<file path="config.mk">
export PLATFORM = sky130hd
export DESIGN_NAME = gpx_port
export DESIGN_NICKNAME = d
export VERILOG_FILES = /design/src/core/gpx_pkg.sv /design/src/core/gpx_irq_if.sv /design/src/core/gpx_port.sv /design/src/core/gpx_irq_group.sv
export SDC_FILE = /design/constraint.sdc
export NUM_CORES = 1
export LEC_CHECK = 0
export BUFFER_PORTS_ARGS = -buffer_cell sky130_fd_sc_hd__buf_2
export CAP_MARGIN = 20
export CORE_ASPECT_RATIO = 0.9
export CORE_UTILIZATION = 53
export DETAILED_ROUTE_END_ITERATION = 16
export PLACE_DENSITY = 0.95
export RECOVER_POWER = 50
export SYNTH_ARGS = -nofsm -noshare
export SYNTH_HDL_FRONTEND = slang
export SYNTH_HIERARCHICAL = 1
export SYNTH_SLANG_ARGS = --single-unit
</file>
<file path="constraint.sdc">
create_clock -name core_clk -period 4.2 [get_ports core_clk]
set_input_delay 0.42 -clock core_clk [delete_from_list [all_inputs] [get_ports core_clk]]
set_output_delay 0.42 -clock core_clk [all_outputs]
set_load 0.01 [all_outputs]
</file>
<file path="src/core/gpx_pkg.sv">
// Constants and types shared by the I/O port design files
// Notes on behaviour
// - Interrupt-input pin events raise external requests
// - Per-group sensitivity held in sensitivity register
// - Each vector serves a fixed pin group
// - Enabled group pins are NAND combined
// - Hidden request latch clears on vector fetch
// - Changing sensitivity bits discards pending request
// - Output pin: write drives pin, read returns latch
// - Push-pull drives both levels, open-drain floats one
// - Latch writes always stored, even as input
// - Read gives latch for outputs, pin for inputs
// - Direction bit: 0 input, 1 output, reset 00h
// - Option bit selects interrupt or push-pull, reset 00h
// - Pins lacking option bit: direction alone decides
// - Active peripheral overrides direction and option
// - Peripheral-driven pin forced to output mode
// - Input pin with peripheral output reads peripheral
// - Output pin feeds latch level to peripheral input
// - Register bit n controls pin n
package gpx_pkg;
   // Port and group geometry
   localparam int PIN_W = 8;
   localparam int GRP_W = 4;
   localparam int GRP_N = 2;
   // Register byte offsets on the bus
   localparam logic [7:0] OFS_DATA_LATCH = 8'h00;
   localparam logic [7:0] OFS_DIRECTION = 8'h04;
   localparam logic [7:0] OFS_OPTION = 8'h08;
   localparam logic [7:0] OFS_SENSE = 8'h0C;
   localparam logic [7:0] OFS_PIN_LEVEL = 8'h10;
   // Values after reset
   localparam logic [7:0] RST_DATA_LATCH = 8'h00;
   localparam logic [7:0] RST_DIRECTION = 8'h00;
   localparam logic [7:0] RST_OPTION = 8'h00;
   localparam logic [3:0] RST_SENSE = 4'h0;
   // Pins that have an option bit (bits 5:4 are open-drain only)
   localparam logic [7:0] OPT_IMPL_MASK = 8'hCF;
   // Sensitivity field width per group
   localparam int SENSE_W = 2;
   // Sensitivity encodings, named for the pin edge or level, the inverse of the group's combined signal
   typedef enum logic [1:0] {
      GPX_SENSE_FALL_LOW = 2'h0,
      GPX_SENSE_RISE = 2'h1,
      GPX_SENSE_FALL = 2'h2,
      GPX_SENSE_BOTH = 2'h3
   } gpx_sense_t;
endpackage : gpx_pkg

</file>
<file path="src/core/gpx_irq_if.sv">
// Signals between the port core and one interrupt group
`timescale 1ns/100ps
interface gpx_irq_if;
   import gpx_pkg::*;
   logic [GRP_W-1:0] pin_lvl; // Synchronised pin levels
   logic [GRP_W-1:0] pin_en; // Pins enabled as interrupt sources
   gpx_sense_t sense; // Selected sensitivity
   logic sense_chg; // Pulse: sensitivity bits modified
   logic vec_fetch; // Pulse: CPU fetched this vector
   logic req; // Pending request toward the CPU
   // Core side drives the group inputs
   modport core (output pin_lvl, output pin_en, output sense,
      output sense_chg, output vec_fetch, input req);
   // Group side returns the request
   modport grp (input pin_lvl, input pin_en, input sense,
      input sense_chg, input vec_fetch, output req);
endinterface : gpx_irq_if

</file>
<file path="src/core/gpx_port.sv">
// Eight-pin I/O port with Wishbone registers and external interrupts
//
// Our own choices: register access over Wishbone and the register addresses.
`timescale 1ns/100ps
module gpx_port (
   // Clock and reset
   input wire logic core_clk,
   input wire logic reset_n,
   // Wishbone classic slave
   input wire logic wb_cyc_i,
   input wire logic wb_stb_i,
   input wire logic wb_we_i,
   input wire logic [7:0] wb_adr_i,
   input wire logic [3:0] wb_sel_i,
   input wire logic [31:0] wb_dat_i,
   output logic [31:0] wb_dat_o,
   output logic wb_ack_o,
   // External pins, three signals each
   input wire logic [gpx_pkg::PIN_W-1:0] pad_in,
   output logic [gpx_pkg::PIN_W-1:0] pad_out,
   output logic [gpx_pkg::PIN_W-1:0] pad_oe_n,
   // On-chip peripheral alternate functions
   input wire logic [gpx_pkg::PIN_W-1:0] alt_en,
   input wire logic [gpx_pkg::PIN_W-1:0] alt_drive,
   input wire logic [gpx_pkg::PIN_W-1:0] alt_out,
   input wire logic [gpx_pkg::PIN_W-1:0] alt_push_pull,
   output logic [gpx_pkg::PIN_W-1:0] alt_in,
   // External interrupt vectors
   output logic [gpx_pkg::GRP_N-1:0] irq_req,
   input wire logic [gpx_pkg::GRP_N-1:0] vec_fetch
);
   import gpx_pkg::*;

   // Reset synchroniser stages
   logic rst_meta_reg;
   logic rst_n;
   // Pin input synchroniser stages
   logic [PIN_W-1:0] pin_meta_reg;
   logic [PIN_W-1:0] pin_lvl_reg;
   // Software registers
   logic [PIN_W-1:0] data_latch_reg;
   logic [PIN_W-1:0] direction_reg;
   logic [PIN_W-1:0] option_reg;
   logic [SENSE_W*GRP_N-1:0] sense_reg;
   // Bus decode
   logic bus_req; // Fresh access this cycle
   logic wr_go; // Write takes effect
   logic hit_data;
   logic hit_dir;
   logic hit_opt;
   logic hit_sense;
   logic hit_lvl;
   logic [SENSE_W*GRP_N-1:0] sense_next;
   // Pin behaviour
   logic [PIN_W-1:0] periph_drv; // Peripheral owns the output
   logic [PIN_W-1:0] out_mode; // Pin acts as output
   logic [PIN_W-1:0] out_val; // Level presented to the pad
   logic [PIN_W-1:0] push_pull; // Push-pull rather than open-drain
   logic [PIN_W-1:0] opt_eff; // Option bits that exist
   logic [PIN_W-1:0] read_val; // Data register read value
   logic [PIN_W-1:0] irq_en; // Pins enabled as interrupt sources
   logic [PIN_W-1:0] rd_mux;

   // Byte-lane write of an 8-bit register
   function automatic logic [7:0] lane_wr(input logic [7:0] old,
      input logic [7:0] dat, input logic sel0);
      lane_wr = sel0 ? dat : old;
   endfunction : lane_wr

   // Reset release through two flip-flops
   always_ff @(posedge core_clk or negedge reset_n) begin
      if (!reset_n) begin
         rst_meta_reg <= 1'b0;
         rst_n <= 1'b0;
      end else begin
         rst_meta_reg <= 1'b1;
         rst_n <= rst_meta_reg;
      end
   end

   // Two-stage synchroniser for pad inputs
   always_ff @(posedge core_clk or negedge rst_n) begin
      if (!rst_n) begin
         pin_meta_reg <= '0;
         pin_lvl_reg <= '0;
      end else begin
         pin_meta_reg <= pad_in;
         pin_lvl_reg <= pin_meta_reg;
      end
   end

   // Access decode, one aligned word per register
   assign bus_req = wb_cyc_i & wb_stb_i & ~wb_ack_o;
   assign wr_go = bus_req & wb_we_i;
   assign hit_data = (wb_adr_i == OFS_DATA_LATCH);
   assign hit_dir = (wb_adr_i == OFS_DIRECTION);
   assign hit_opt = (wb_adr_i == OFS_OPTION);
   assign hit_sense = (wb_adr_i == OFS_SENSE);
   assign hit_lvl = (wb_adr_i == OFS_PIN_LEVEL);

   // Acknowledge one cycle after the request, drop the next
   always_ff @(posedge core_clk or negedge rst_n) begin
      if (!rst_n) begin
         wb_ack_o <= 1'b0;
      end else begin
         wb_ack_o <= bus_req;
      end
   end

   // Data latch: every write is stored, whatever the direction
   always_ff @(posedge core_clk or negedge rst_n) begin
      if (!rst_n) begin
         data_latch_reg <= RST_DATA_LATCH;
      end else if (wr_go && hit_data) begin
         data_latch_reg <= lane_wr(data_latch_reg, wb_dat_i[7:0],
            wb_sel_i[0]);
      end
   end

   // Direction register, 0 input and 1 output
   always_ff @(posedge core_clk or negedge rst_n) begin
      if (!rst_n) begin
         direction_reg <= RST_DIRECTION;
      end else if (wr_go && hit_dir) begin
         direction_reg <= lane_wr(direction_reg, wb_dat_i[7:0],
            wb_sel_i[0]);
      end
   end

   // Option register; missing bits stay zero
   always_ff @(posedge core_clk or negedge rst_n) begin
      if (!rst_n) begin
         option_reg <= RST_OPTION;
      end else if (wr_go && hit_opt) begin
         option_reg <= lane_wr(option_reg, wb_dat_i[7:0],
            wb_sel_i[0]) & OPT_IMPL_MASK;
      end
   end

   // Sensitivity next value, two bits per group
   always_comb begin
      sense_next = sense_reg;
      if (wr_go && hit_sense && wb_sel_i[0]) begin
         sense_next = wb_dat_i[SENSE_W*GRP_N-1:0];
      end
   end

   // Sensitivity register
   always_ff @(posedge core_clk or negedge rst_n) begin
      if (!rst_n) begin
         sense_reg <= RST_SENSE;
      end else begin
         sense_reg <= sense_next;
      end
   end

   // Only existing option bits count
   assign opt_eff = option_reg & OPT_IMPL_MASK;

   // Peripheral takes over pins it drives
   assign periph_drv = alt_en & alt_drive;
   assign out_mode = direction_reg | periph_drv;

   // Choose pad level and drive style per pin
   always_comb begin
      for (int i = 0; i < PIN_W; i++) begin
         if (periph_drv[i]) begin
            out_val[i] = alt_out[i];
            push_pull[i] = alt_push_pull[i];
         end else begin
            out_val[i] = data_latch_reg[i];
            push_pull[i] = opt_eff[i];
         end
      end
   end

   // Register pad drive; open-drain releases a high level
   always_ff @(posedge core_clk or negedge rst_n) begin
      if (!rst_n) begin
         pad_out <= '0;
         pad_oe_n <= '1;
      end else begin
         pad_out <= out_val;
         pad_oe_n <= ~(out_mode & (push_pull | ~out_val));
      end
   end

   // Peripheral input: latch when output, pin when input
   always_ff @(posedge core_clk or negedge rst_n) begin
      if (!rst_n) begin
         alt_in <= '0;
      end else begin
         alt_in <= (direction_reg & data_latch_reg)
            | (~direction_reg & pin_lvl_reg);
      end
   end

   // Data read value per pin
   always_comb begin
      for (int i = 0; i < PIN_W; i++) begin
         if (direction_reg[i]) begin
            read_val[i] = data_latch_reg[i];
         end else if (periph_drv[i]) begin
            read_val[i] = alt_out[i];
         end else begin
            read_val[i] = pin_lvl_reg[i];
         end
      end
   end

   // Read multiplexer; unmapped offsets read zero
   always_comb begin
      if (hit_data) begin
         rd_mux = read_val;
      end else if (hit_dir) begin
         rd_mux = direction_reg;
      end else if (hit_opt) begin
         rd_mux = opt_eff;
      end else if (hit_sense) begin
         rd_mux = {{(PIN_W-SENSE_W*GRP_N){1'b0}}, sense_reg};
      end else if (hit_lvl) begin
         rd_mux = pin_lvl_reg;
      end else begin
         rd_mux = '0;
      end
   end

   // Read data captured with the acknowledge
   always_ff @(posedge core_clk or negedge rst_n) begin
      if (!rst_n) begin
         wb_dat_o <= '0;
      end else if (bus_req && !wb_we_i) begin
         wb_dat_o <= {24'h000000, rd_mux};
      end
   end

   // Interrupt sources: input pins with option set, no peripheral
   assign irq_en = ~direction_reg & opt_eff & ~alt_en;

   // One request latch per fixed pin group
   for (genvar g = 0; g < GRP_N; g++) begin : g_grp
      gpx_irq_if irq ();
      assign irq.pin_lvl = pin_lvl_reg[g*GRP_W +: GRP_W];
      assign irq.pin_en = irq_en[g*GRP_W +: GRP_W];
      assign irq.sense = gpx_sense_t'(sense_reg[g*SENSE_W +: SENSE_W]);
      assign irq.sense_chg = (sense_next[g*SENSE_W +: SENSE_W]
         != sense_reg[g*SENSE_W +: SENSE_W]);
      assign irq.vec_fetch = vec_fetch[g];
      assign irq_req[g] = irq.req;
      gpx_irq_group u_grp (
         .core_clk(core_clk),
         .rst_n(rst_n),
         .irq(irq.grp)
      );
   end
endmodule : gpx_port

</file>
<file path="src/core/gpx_irq_group.sv">
// One external interrupt group: NAND combine and request latch
`timescale 1ns/100ps
module gpx_irq_group (
   // Clock and reset
   input wire logic core_clk,
   input wire logic rst_n,
   // Link to the port core
   gpx_irq_if.grp irq
);
   import gpx_pkg::*;

   logic comb_sig; // Combined group signal
   logic comb_prev_reg; // Previous combined value
   logic event_hit; // Selected event seen this cycle
   logic req_reg; // Hidden request latch

   // Any enabled pin low drives the combined signal high
   assign comb_sig = ~&(irq.pin_lvl | ~irq.pin_en);

   // Remember last combined value for edge detection
   always_ff @(posedge core_clk or negedge rst_n) begin
      if (!rst_n) begin
         comb_prev_reg <= 1'b0;
      end else begin
         comb_prev_reg <= comb_sig;
      end
   end

   // Event decode per sensitivity
   always_comb begin
      case (irq.sense)
         GPX_SENSE_FALL_LOW: event_hit = comb_sig;
         GPX_SENSE_RISE: event_hit = ~comb_sig & comb_prev_reg;
         GPX_SENSE_FALL: event_hit = comb_sig & ~comb_prev_reg;
         GPX_SENSE_BOTH: event_hit = comb_sig ^ comb_prev_reg;
         default: event_hit = 1'b0;
      endcase
   end

   // Request latch: event set wins over fetch or sense clear
   always_ff @(posedge core_clk or negedge rst_n) begin
      if (!rst_n) begin
         req_reg <= 1'b0;
      end else if (event_hit) begin
         req_reg <= 1'b1;
      end else if (irq.vec_fetch || irq.sense_chg) begin
         req_reg <= 1'b0;
      end
   end

   assign irq.req = req_reg;
endmodule : gpx_irq_group

</file>
# [Yosys cells after proc, flatten, opt, wreduce, memory -nomap -nowiden]
# Cells that the tools add are included.
[word_totals] word_cells=123 input_bits=91 output_inout_bits=59 regBits=81
[classes] n_bitwise=29 eq_ne=12 reduce_logical=21 mux=44
[ops] operator="8-bit AND" n=6
[ops] operator="8-bit two-way mux" n=5
[ops] operator="1-bit two-way mux" n=36
[ops] operator="8-bit NOT" n=4
[ops] operator="8-bit bitwise OR" n=3
[ops] operator="8-bit by 4-bit == test with 1-bit output, second input constant" n=2
[ops] operator="2-bit == test, second input constant" n=4
[ops] operator="8-bit by 3-bit == test with 1-bit output, second input constant" n=1
[ops] operator="8-bit by 5-bit == test with 1-bit output, second input constant" n=1
[ops] operator="8-bit zero test" n=1
[ops] operator="4-bit NOT" n=2
[ops] operator="4-bit bitwise OR" n=2
[ops] operator="1-bit case mux with 4 select lines" n=2
[ops] operator="4-bit AND reduction" n=2
[ops] operator="1-bit AND" n=7
[ops] operator="1-bit logical AND" n=6
[ops] operator="2-bit AND reduction" n=3
[ops] operator="2-bit by 1-bit == test with 1-bit output, second input constant" n=2
[ops] operator="2-bit zero test" n=2
[ops] operator="4-bit two-way mux" n=1
[ops] operator="2-bit != test" n=2
[ops] operator="2-bit nonzero test" n=2
[ops] operator="1-bit zero test" n=3
[ops] operator="1-bit NOT" n=3
[ops] operator="2 further kinds" n=4

# [Logic depth before layout (Yosys ltp)]
# Gate-level depths: netlist (run 1).
[depth] ltp_word=10 depth_mapped=8 ltp_nobuf=8

# [By module]
# Netlist (run 1), hierarchy kept.
[by_module_without_submodules] mod="gpx_port" seq_area_each_um2=1936.9 cells_per_inst=311 area_each_um2=3528.4 n_inst=1
[by_module_without_submodules] mod="gpx_irq_group" seq_area_each_um2=50.0 cells_per_inst=18 area_each_um2=182.7 n_inst=2

# [Worst setup path before layout (run 1)]
# Ideal clock, no wire load.
[synth_path] path_type="in2reg" from="input port wb_adr_i[0]" to="register sense_reg[0]" path_stages=5 setup_slack_ns=2.085 required_time_ns=4.075 path_buffers=1 setup_time_ns=0.125 arrival_ns=1.990 cell_sequence="or4_4 > nor4_4 > and3_1 > buf_2 > mux2_2"
[synth_between] elab_chain_cells=4
[synth_rtl] element="from (decl)" line="gpx_port.sv:13" rtl="input wire logic [7:0] wb_adr_i,"
[synth_rtl] element="8-bit by 4-bit == test with 1-bit output" line="gpx_port.sv:98" rtl="assign hit_sense = (wb_adr_i == OFS_SENSE);"
[synth_rtl] element="1-bit logical AND (2 in a row)" line="gpx_port.sv:143" rtl="if (wr_go && hit_sense && wb_sel_i[0]) begin"
[synth_rtl] element="4-bit two-way mux" line="gpx_port.sv:143"
[synth_rtl] element="net sense_next[0]" line="gpx_port.sv:53" rtl="logic [SENSE_W*GRP_N-1:0] sense_next;"
[synth_rtl] element="to (signal assigned)" line="gpx_port.sv:153" rtl="sense_reg <= sense_next;"
[synth_rtl] element="to (decl)" line="gpx_port.sv:44" rtl="logic [SENSE_W*GRP_N-1:0] sense_reg;"
# The timed path passes the listed nets, and every way through them passes these cells.
# A chain may end at the register's enable or synchronous reset.

# [Final worst setup path (run 1)]
[layout_path] from="register wb_ack_o" to="register wb_dat_o[0]"
[layout_between] elab_chain_cells=3
[layout_rtl] element="from (decl)" line="gpx_port.sv:17" rtl="output logic wb_ack_o,"
[layout_rtl] element="from (signal assigned)" line="gpx_port.sv:106" rtl="wb_ack_o <= bus_req;"
[layout_rtl] element="1-bit NOT" line="gpx_port.sv:93" rtl="assign bus_req = wb_cyc_i & wb_stb_i & ~wb_ack_o;"
[layout_rtl] element="1-bit AND" line="gpx_port.sv:93"
[layout_rtl] element="1-bit logical AND" line="gpx_port.sv:232" rtl="end else if (bus_req && !wb_we_i) begin"
[layout_rtl] element="to (signal assigned)" line="gpx_port.sv:233" rtl="wb_dat_o <= {24'h000000, rd_mux};"
[layout_rtl] element="to (decl)" line="gpx_port.sv:16" rtl="output logic [31:0] wb_dat_o,"
# No other way between the ends.

==> run_results.csv, run 1 <==
group,metric,value,unit
min_path,hold_path_depth,1,
die,die_w,92.4,um
sta,min_period,2.27,ns
placed_design,dpl_worst_slack,1.78,ns
synthesis,synth_seq_cells,81,
sta,timing.final.ws_setup,1.93,ns
worst_setup_path,crit_type,"flop to flop",
worst_setup_path,cp-start-kind,"flop",
synthesis,synth_compound_area_share,12.6,%
synthesis,synth.largest_area_cell,"dfrtp_1",
cells_and_area,mostFrequentLayoutCell,"buf_2",
synthesis,syn_avg_cell_area,11.2,um^2
worst_setup_path,crit_path_max_fanout,9,
cells_and_area,layout-drive-gt1-share,36.0,%
drt,routed_wl,8320,um
grt,grt_pass1_vias,2876,
min_path,min_from,"pad_in[3]",
power_and_ir_drop,ir_drop,0.214,mV
cells_and_area,layout_common_cells,"buf_2 (97), dfrtp_1 (73), mux2_2 (32), nand2_1 (30), conb_1 (27)",
worst_setup_path,timing.rr.end,"wb_dat_o[0]",
synthesis,synth-edff-count,0,
die,rows,29,
die,dieArea,7690,um^2
drt,post_drt_wl_per_cell,15.2,um
cells_and_area,syn2layout_area_growth,18.9,%
cells_and_area,antenna_cells,0,
clock_network,cts_tree,"built",
grt,antenna_found_initial,0,
flow_run,max_cap_violations,1,
cells_and_area,fill_cells,565,
power_and_ir_drop,p_leak,0.00233,uW
die,core,7080,um^2
sta,min_period_over_period,54.0,%
drt,viasPerCell,5.30,
clock_network,clk_path_buf_depth,2,
sta,final.setup.tns,0,ns
sta,hold_viol,0,
clock_network,h-tree-depth,3,
min_path,hold_path_class,"input port to flop",
sta,slew_headroom,-5.94,%
worst_setup_path,crit_arrival,2.50,ns
die,ioPinCount,150,
synthesis,syn_area,3890,um^2
worst_setup_path,max_stage_delay,0.67,ns
sta,slew_violations,40,
synthesis,yosysTopAreaCellShare,46.9,%
sta,setup_viol,0,
clock_network,cts_resized,0,
drt,drc,0,
clock_network,cts_inserted_buffers,9,
worst_setup_path,crit_path_end_kind,"flop",
worst_setup_path,worstPathCellList,"nand4bb_1 > nor3_2 > nand2_1 > a2bb2oi_1",
drt,vias,2910,
clock_network,clkTransAtPathRegs,0.08,ns
min_path,min_to,"pin_meta_reg[3]",
synthesis,yosys.area_share.xor_xnor,0.900,%
grt,grt_pass1_wl,13400,um
grt,grt_max_degree,80,
worst_setup_path,critPathTopFamily,"simple AND/OR/NAND/NOR gates",
sta,worst_slew_pin_slew,1.59,ns
synthesis,synth-simple-area-share,14.4,%
clock_network,insertion_delay,0.34,ns
worst_setup_path,r2r_slack,1.93,ns
sta,rsz0062_at_grt,"no",
placed_design,portBuffers,98,
worst_setup_path,reg2reg_from,"wb_ack_o",
synthesis,yosys.cell_types.count,44,
grt,grt_usage,22.7,%
die,die_h,83.3,um
synthesis,post_synth_fa_ha_maj_area_fraction,1.29,%
power_and_ir_drop,power_density,346,nW/um^2
clock_network,root_buffer,"clkbuf_8",
worst_setup_path,path_buf_inv,0,
synthesis,syn_inst,347,
outcome,violations,"max-capacitance violations, max-slew violations",
synthesis,yosys_warnings,6,
cells_and_area,final_nets,546,
synthesis,synth_area_leaders,"dfrtp_1 (47%), mux2_2 (9.3%), dfstp_2 (5.4%), buf_4 (5.0%), nand2_1 (2.9%)",
grt,overflow,0,
sta,clock.fmax,441,MHz
placed_design,gp_congestion,0.789,
clock_network,cts_setup_buffers,0,
synthesis,ys.flop_type,"dfrtp_1",
synthesis,synth_top_family_by_area,"simple AND/OR/NAND/NOR gates",
placed_design,hpwl,5920,um
drt,dr.pass1.iters,4,
clock_network,clkSinkCount,81,
drt,drt-initial-drc-count,208,
synthesis,muxShareOfSynthArea,10.3,%
outcome,status,"finished with violations",
drt,ant_nets,0,
synthesis,async_flop_share,100,%
sta,finClkSkew,0.0102,ns
worst_setup_path,cp.required,4.43,ns
worst_setup_path,cpMaxStageDelayCell,"nor3_2",
synthesis,ys_seq_area_share,52.3,%
worst_setup_path,r2r_cells,4,
die,start_util,55.0,%
==> metrics by stage <==
step / hold slack (ns) / power, uW / util (%) / instances / area, um^2
global placement: 0.205 / 975 / 61.9 / 531 / 4380
global route: 0.144 / 1670 / 65.4 / 549 / 4630
finish: 0.176 / 1600 / 65.4 / 549 / 4630
detailed placement: 0.206 / 982 / 61.9 / 531 / 4380
floorplan: 0.124 / 933 / - / 372 / 3990
CTS: 0.160 / 1610 / 65.2 / 548 / 4620
==> how the worst max path moves through the flow <==
stage / startpoint / endpoint / slack, ns / cells past startpoint
finish: wb_ack_o / wb_dat_o[0] / 1.93 / 4
global route: wb_ack_o / wb_dat_o[0] / 1.76 / 4
CTS: wb_ack_o / wb_dat_o[0] / 1.93 / 4
detailed placement: wb_adr_i[0] / g_grp[0].u_grp/irq.req / 1.78 / 8
global placement: wb_adr_i[0] / g_grp[0].u_grp/irq.req / 1.82 / 8
floorplan: rst_n / alt_in[0] / 1.79 / 0
==> layout make-up <==
type	instances	area (um^2)	area share, %
Clock buffer	11	141	3.05
Clock inverter	5	85.1	1.84
Inverter	25	93.8	2.03
Multi-Input combinational cell	234	1640	35.4
Sequential cell	81	2040	44.0
Tap cell	93	116	2.51
Timing Repair Buffer	100	519	11.2
==> report_power, final <==
part | internal, uW | leakage [uW] | switching, uW
Clock | 355 | 0.000111 | 276
Sequential | 806 | 0.00103 | 19.7
Combinational | 62.1 | 0.00119 | 81.6
Total | 1220 | 0.00233 | 377
==> worst register-to-register path, stage by stage (launching register included) <==
cell	delay (ns)
dfrtp_1	0.39
nand4bb_1	0.53
nor3_2	0.67
nand2_1	0.35
a2bb2oi_1	0.22
==> metal layers <==
metal	vias to the layer above	track usage, %	wire length [um]
li1	1376	-	-
met1	1421	26.0	3310
met2	93	38.6	4360
met3	20	7.88	463
met4	0	9.38	187
met5	-	0	0
==> synthesized netlist by cell type (all sizes together), types with 4 or more instances <==
cell type	number
dfrtp	73
mux2	32
nand2	31
buf	28
inv	25
o21ai	18
a21oi	16
nor2b	15
nand2b	9
nor2	9
dfstp	8
nor3b	8
a211oi	6
a2bb2oi	6
nand3	6
and3	5
a21o	4
clkbuf	4
ha	4
mux2i	4
nand3b	4
o32ai	4
xnor2	4
==> cell families after synthesis <==
group                    count (synthesis)
AO/OA/AOI/OAI                           68
XOR/XNOR                                 4
adder cells (fa/ha/maj)                  4
buffers and inverters                   57
flip-flops                              81
multiplexers                            36
other                                    2
AND/OR/NAND/NOR                         95
==> repair_timing <==
action / 4_1_cts / 5_1_grt
endpoints found under the hold margin: 2 / 0
setup endpoints to repair: 0 / 0
hold buffers: 1 / 0
(Power assumes the default switching activity.)
==> inputs of run 2 (changes only) <==
- ABC_AREA: not set -> 1
- CORE_UTILIZATION: 53 -> 45
- PLACE_DENSITY: 0.95 -> 0.87
- clock period: 4.2 -> 1.9 ns (I/O delays scaled with it)
==> run 2 against run 1 <==
Against the previous run:
- the run now ends clean
- cell count is 38% higher
- first-iteration DRC count fell by 13%
- largest cell class unchanged
- sequential cell count is the same
- non-clock buffer count grew 17
- via count is 25% higher
- setup slack worse by 1.7 ns
- worst hold slack got worse by 0.12 ns
- synthesized cell count grew 47%
- clock power grew 110%
==> run_results.csv, run 2 <==
group,metric,value,unit
outcome,status,"completed",
worst_setup_path,crit_path_max_fanout,5,
drt,viasPerCell,4.82,
synthesis,synth.largest_area_cell,"dfrtp_1",
synthesis,syn_area,4170,um^2
grt,grt_usage,21.1,%
worst_setup_path,cpMaxStageDelayCell,"dfrtp_1",
clock_network,clkTransAtPathRegs,0.09,ns
clock_network,root_buffer,"clkbuf_8",
clock_network,cts_resized,0,
clock_network,h-tree-depth,3,
sta,slew_violations,0,
drt,post_drt_wl_per_cell,12.6,um
sta,rsz0062_at_grt,"no",
cells_and_area,syn2layout_area_growth,20.9,%
synthesis,ys.flop_type,"dfrtp_1",
placed_design,dp_cells,727,
sta,final.setup.tns,0,ns
synthesis,yosys_warnings,6,
clock_network,clkSinkCount,81,
drt,drc,0,
worst_setup_path,critPathTopFamily,"simple AND/OR/NAND/NOR gates",
drt,wl_met3,590,um
synthesis,syn_inst,510,
synthesis,syn_avg_cell_area,8.18,um^2
power_and_ir_drop,p_leak,0.00278,uW
power_and_ir_drop,clkPwrFrac,38.4,%
sta,hold_viol,0,
grt,grt_pass1_wl,15400,um
synthesis,yosysTopAreaCellShare,43.8,%
placed_design,hpwl,7020,um
worst_setup_path,max_stage_delay,0.45,ns
placed_design,gp_congestion,0.861,
sta,setup_viol,0,
cells_and_area,multi_input_area,1710,um^2
die,start_util,47.6,%
synthesis,yosys.cell_count.top_type,"nand2_1",
clock_network,clk_path_buf_depth,2,
die,ioPinCount,150,
synthesis,synth-edff-count,0,
worst_setup_path,cp-start-kind,"flop",
worst_setup_path,crit_arrival,1.91,ns
drt,ant_nets,0,
synthesis,yosys.cell_types.count,32,
clock_network,cts_tree,"built",
clock_network,insertion_delay,0.36,ns
synthesis,synth_seq_cells,81,
worst_setup_path,cp.required,2.15,ns
grt,overflow,0,
sta,min_period_over_period,87.4,%
worst_setup_path,path_buf_inv,1,
drt,top_layer_used,"met4",
synthesis,yosys-top-cells-count,"nand2_1 (140), dfrtp_1 (73), inv_1 (66)",
grt,grt_max_degree,43,
worst_setup_path,worstPathCellList,"nor3_1 > nand2_1 > nand2_1 > nor2_1 > ha_1 > nand2_1 > inv_1 > nor2_1 > nor2_1 > nand2_1",
sta,slew_headroom,55.9,%
power_and_ir_drop,ir_drop,0.337,mV
die,dieArea,9660,um^2
worst_setup_path,crit_type,"flop to flop",
cells_and_area,seqCellArea,2040,um^2
drt,routed_wl,9510,um
synthesis,synth_area_leaders,"dfrtp_1 (44%), nand2_1 (13%), inv_1 (5.9%), dfstp_2 (5.0%), nor2_1 (5.0%)",
cells_and_area,stdcell_count,755,
min_path,hold_path_class,"input port to flop",
flow_run,max_cap_violations,0,
cells_and_area,final_nets,725,
power_and_ir_drop,power_frac_seq,52.0,%
cells_and_area,fin_util,57.5,%
clock_network,cts_setup_buffers,0,
die,core,8770,um^2
drt,dr_wl_met2,4540,um
cells_and_area,fill_cells,746,
sta,clock.fmax,602,MHz
die,rows,32,
sta,finClkSkew,0.0103,ns
power_and_ir_drop,power_density,691,nW/um^2
worst_setup_path,cp_common_cell,"nand2_1",
synthesis,ys_seq_area_share,48.8,%
placed_design,portBuffers,98,
power_and_ir_drop,intPower,2620,uW
synthesis,async_flop_share,100,%
drt,vias,3641,
sta,min_period,1.66,ns
cells_and_area,mostFrequentLayoutCell,"nand2_1",
cells_and_area,layout-drive-gt1-share,26.3,%
power_and_ir_drop,combPwrFrac,9.6,%
power_and_ir_drop,p_switching,867,uW
drt,drt-initial-drc-count,181,
grt,grt_pass1_vias,3416,
drt,wl_met1,4120,um
die,die_h,93.3,um
sta,timing.hold.ws,0.0552,ns
die,die_w,103,um
drt,dr.pass1.iters,4,
power_and_ir_drop,p_sw_share,24.9,%
grt,antenna_found_initial,1,
sta,worst_slew_pin_slew,0.661,ns
worst_setup_path,crit_path_end_kind,"flop",
clock_network,cts_inserted_buffers,9,
cells_and_area,layout_common_cells,"nand2_1 (140), buf_2 (97), dfrtp_1 (73), inv_1 (66), nor2_1 (55)",
clock_network,cts_hold_buf,11,
[run 2: cell count changes in the layout (fill, tap and decap cells not counted), moves of 16 or more]
cell and delta:
nand2_1 +110, nor2_1 +46, inv_1 +41, nand3_1 +36, mux2_2 -32, o21ai_2 +17, a21oi_1 -16
[run 2: power groups by stage]
stage | logic (uW) | clock network [uW] | registers (uW)
2_1_floorplan | 186 | 0 | 1860
3_3_place_gp | 305 | 0 | 1840
3_5_place_dp | 317 | 0 | 1850
4_1_cts | 335 | 1360 | 1810
5_1_grt | 379 | 1440 | 1820
6_report | 334 | 1340 | 1810
[run 2: worst paths after layout]
kind / to / cells past startpoint / from / slack (ns)
worst min register to register: pad_out[2] / 0 / rst_n / 0.27
worst max-delay path: g_grp[0].u_grp/irq.req / 10 / direction_reg[3] / 0.24
max in group asynchronous: pad_oe_n[0] / 1 / rst_n / 0.63
min in group asynchronous: rst_meta_reg / 2 / reset_n / 0.15
worst min-delay path: pad_oe_n[6] / 4 / alt_push_pull[6] / 0.06
worst max register to register: g_grp[0].u_grp/irq.req / 10 / direction_reg[3] / 0.24
[run 2: metal layers]
layer,up-vias,track usage [%]
met1,1704,26.3
met4,0,10.4
met3,22,5.53
met5,-,0
li1,1795,-
met2,120,33.6
[run 2: worst register-to-register path: stages, from the launching register on]
cell and delay, ns:
dfrtp_1 0.45, nor3_1 0.27, nand2_1 0.11, nand2_1 0.10, nor2_1 0.06, ha_1 0.28, nand2_1 0.05, inv_1 0.07
nor2_1 0.04, nor2_1 0.08, nand2_1 0.06
[run 2: per-stage QoR]
stage,setup slack [ns],power [uW],area (um^2)
after floorplan,0.272,2050,4270
after global placement,0.239,2150,4720
after detailed placement,0.181,2160,4720
after CTS,0.232,3510,5040
after global routing,0.0550,3640,5040
final,0.239,3480,5040
[run 2: layout make-up]
class / instances / area share [%]
Antenna cell: 1 / 0.0497
Clock buffer: 12 / 3.28
Inverter: 68 / 5.06
Timing Repair Buffer: 117 / 13.3
Tap cell: 119 / 2.95
Multi-Input combinational cell: 353 / 34.0
Sequential cell: 81 / 40.4
Clock inverter: 4 / 0.993
[run 2: logic make-up (layout without fill, tap and decap cells)]
logic type	count (synthesis)	count (layout)	synth area share (%)
simple gates	268	268	28.6
buf+inv	101	201	12.4
flops	81	81	48.8
compound gates	54	54	8.79
fa+ha+maj	4	4	1.20
other cells	2	28	0.180
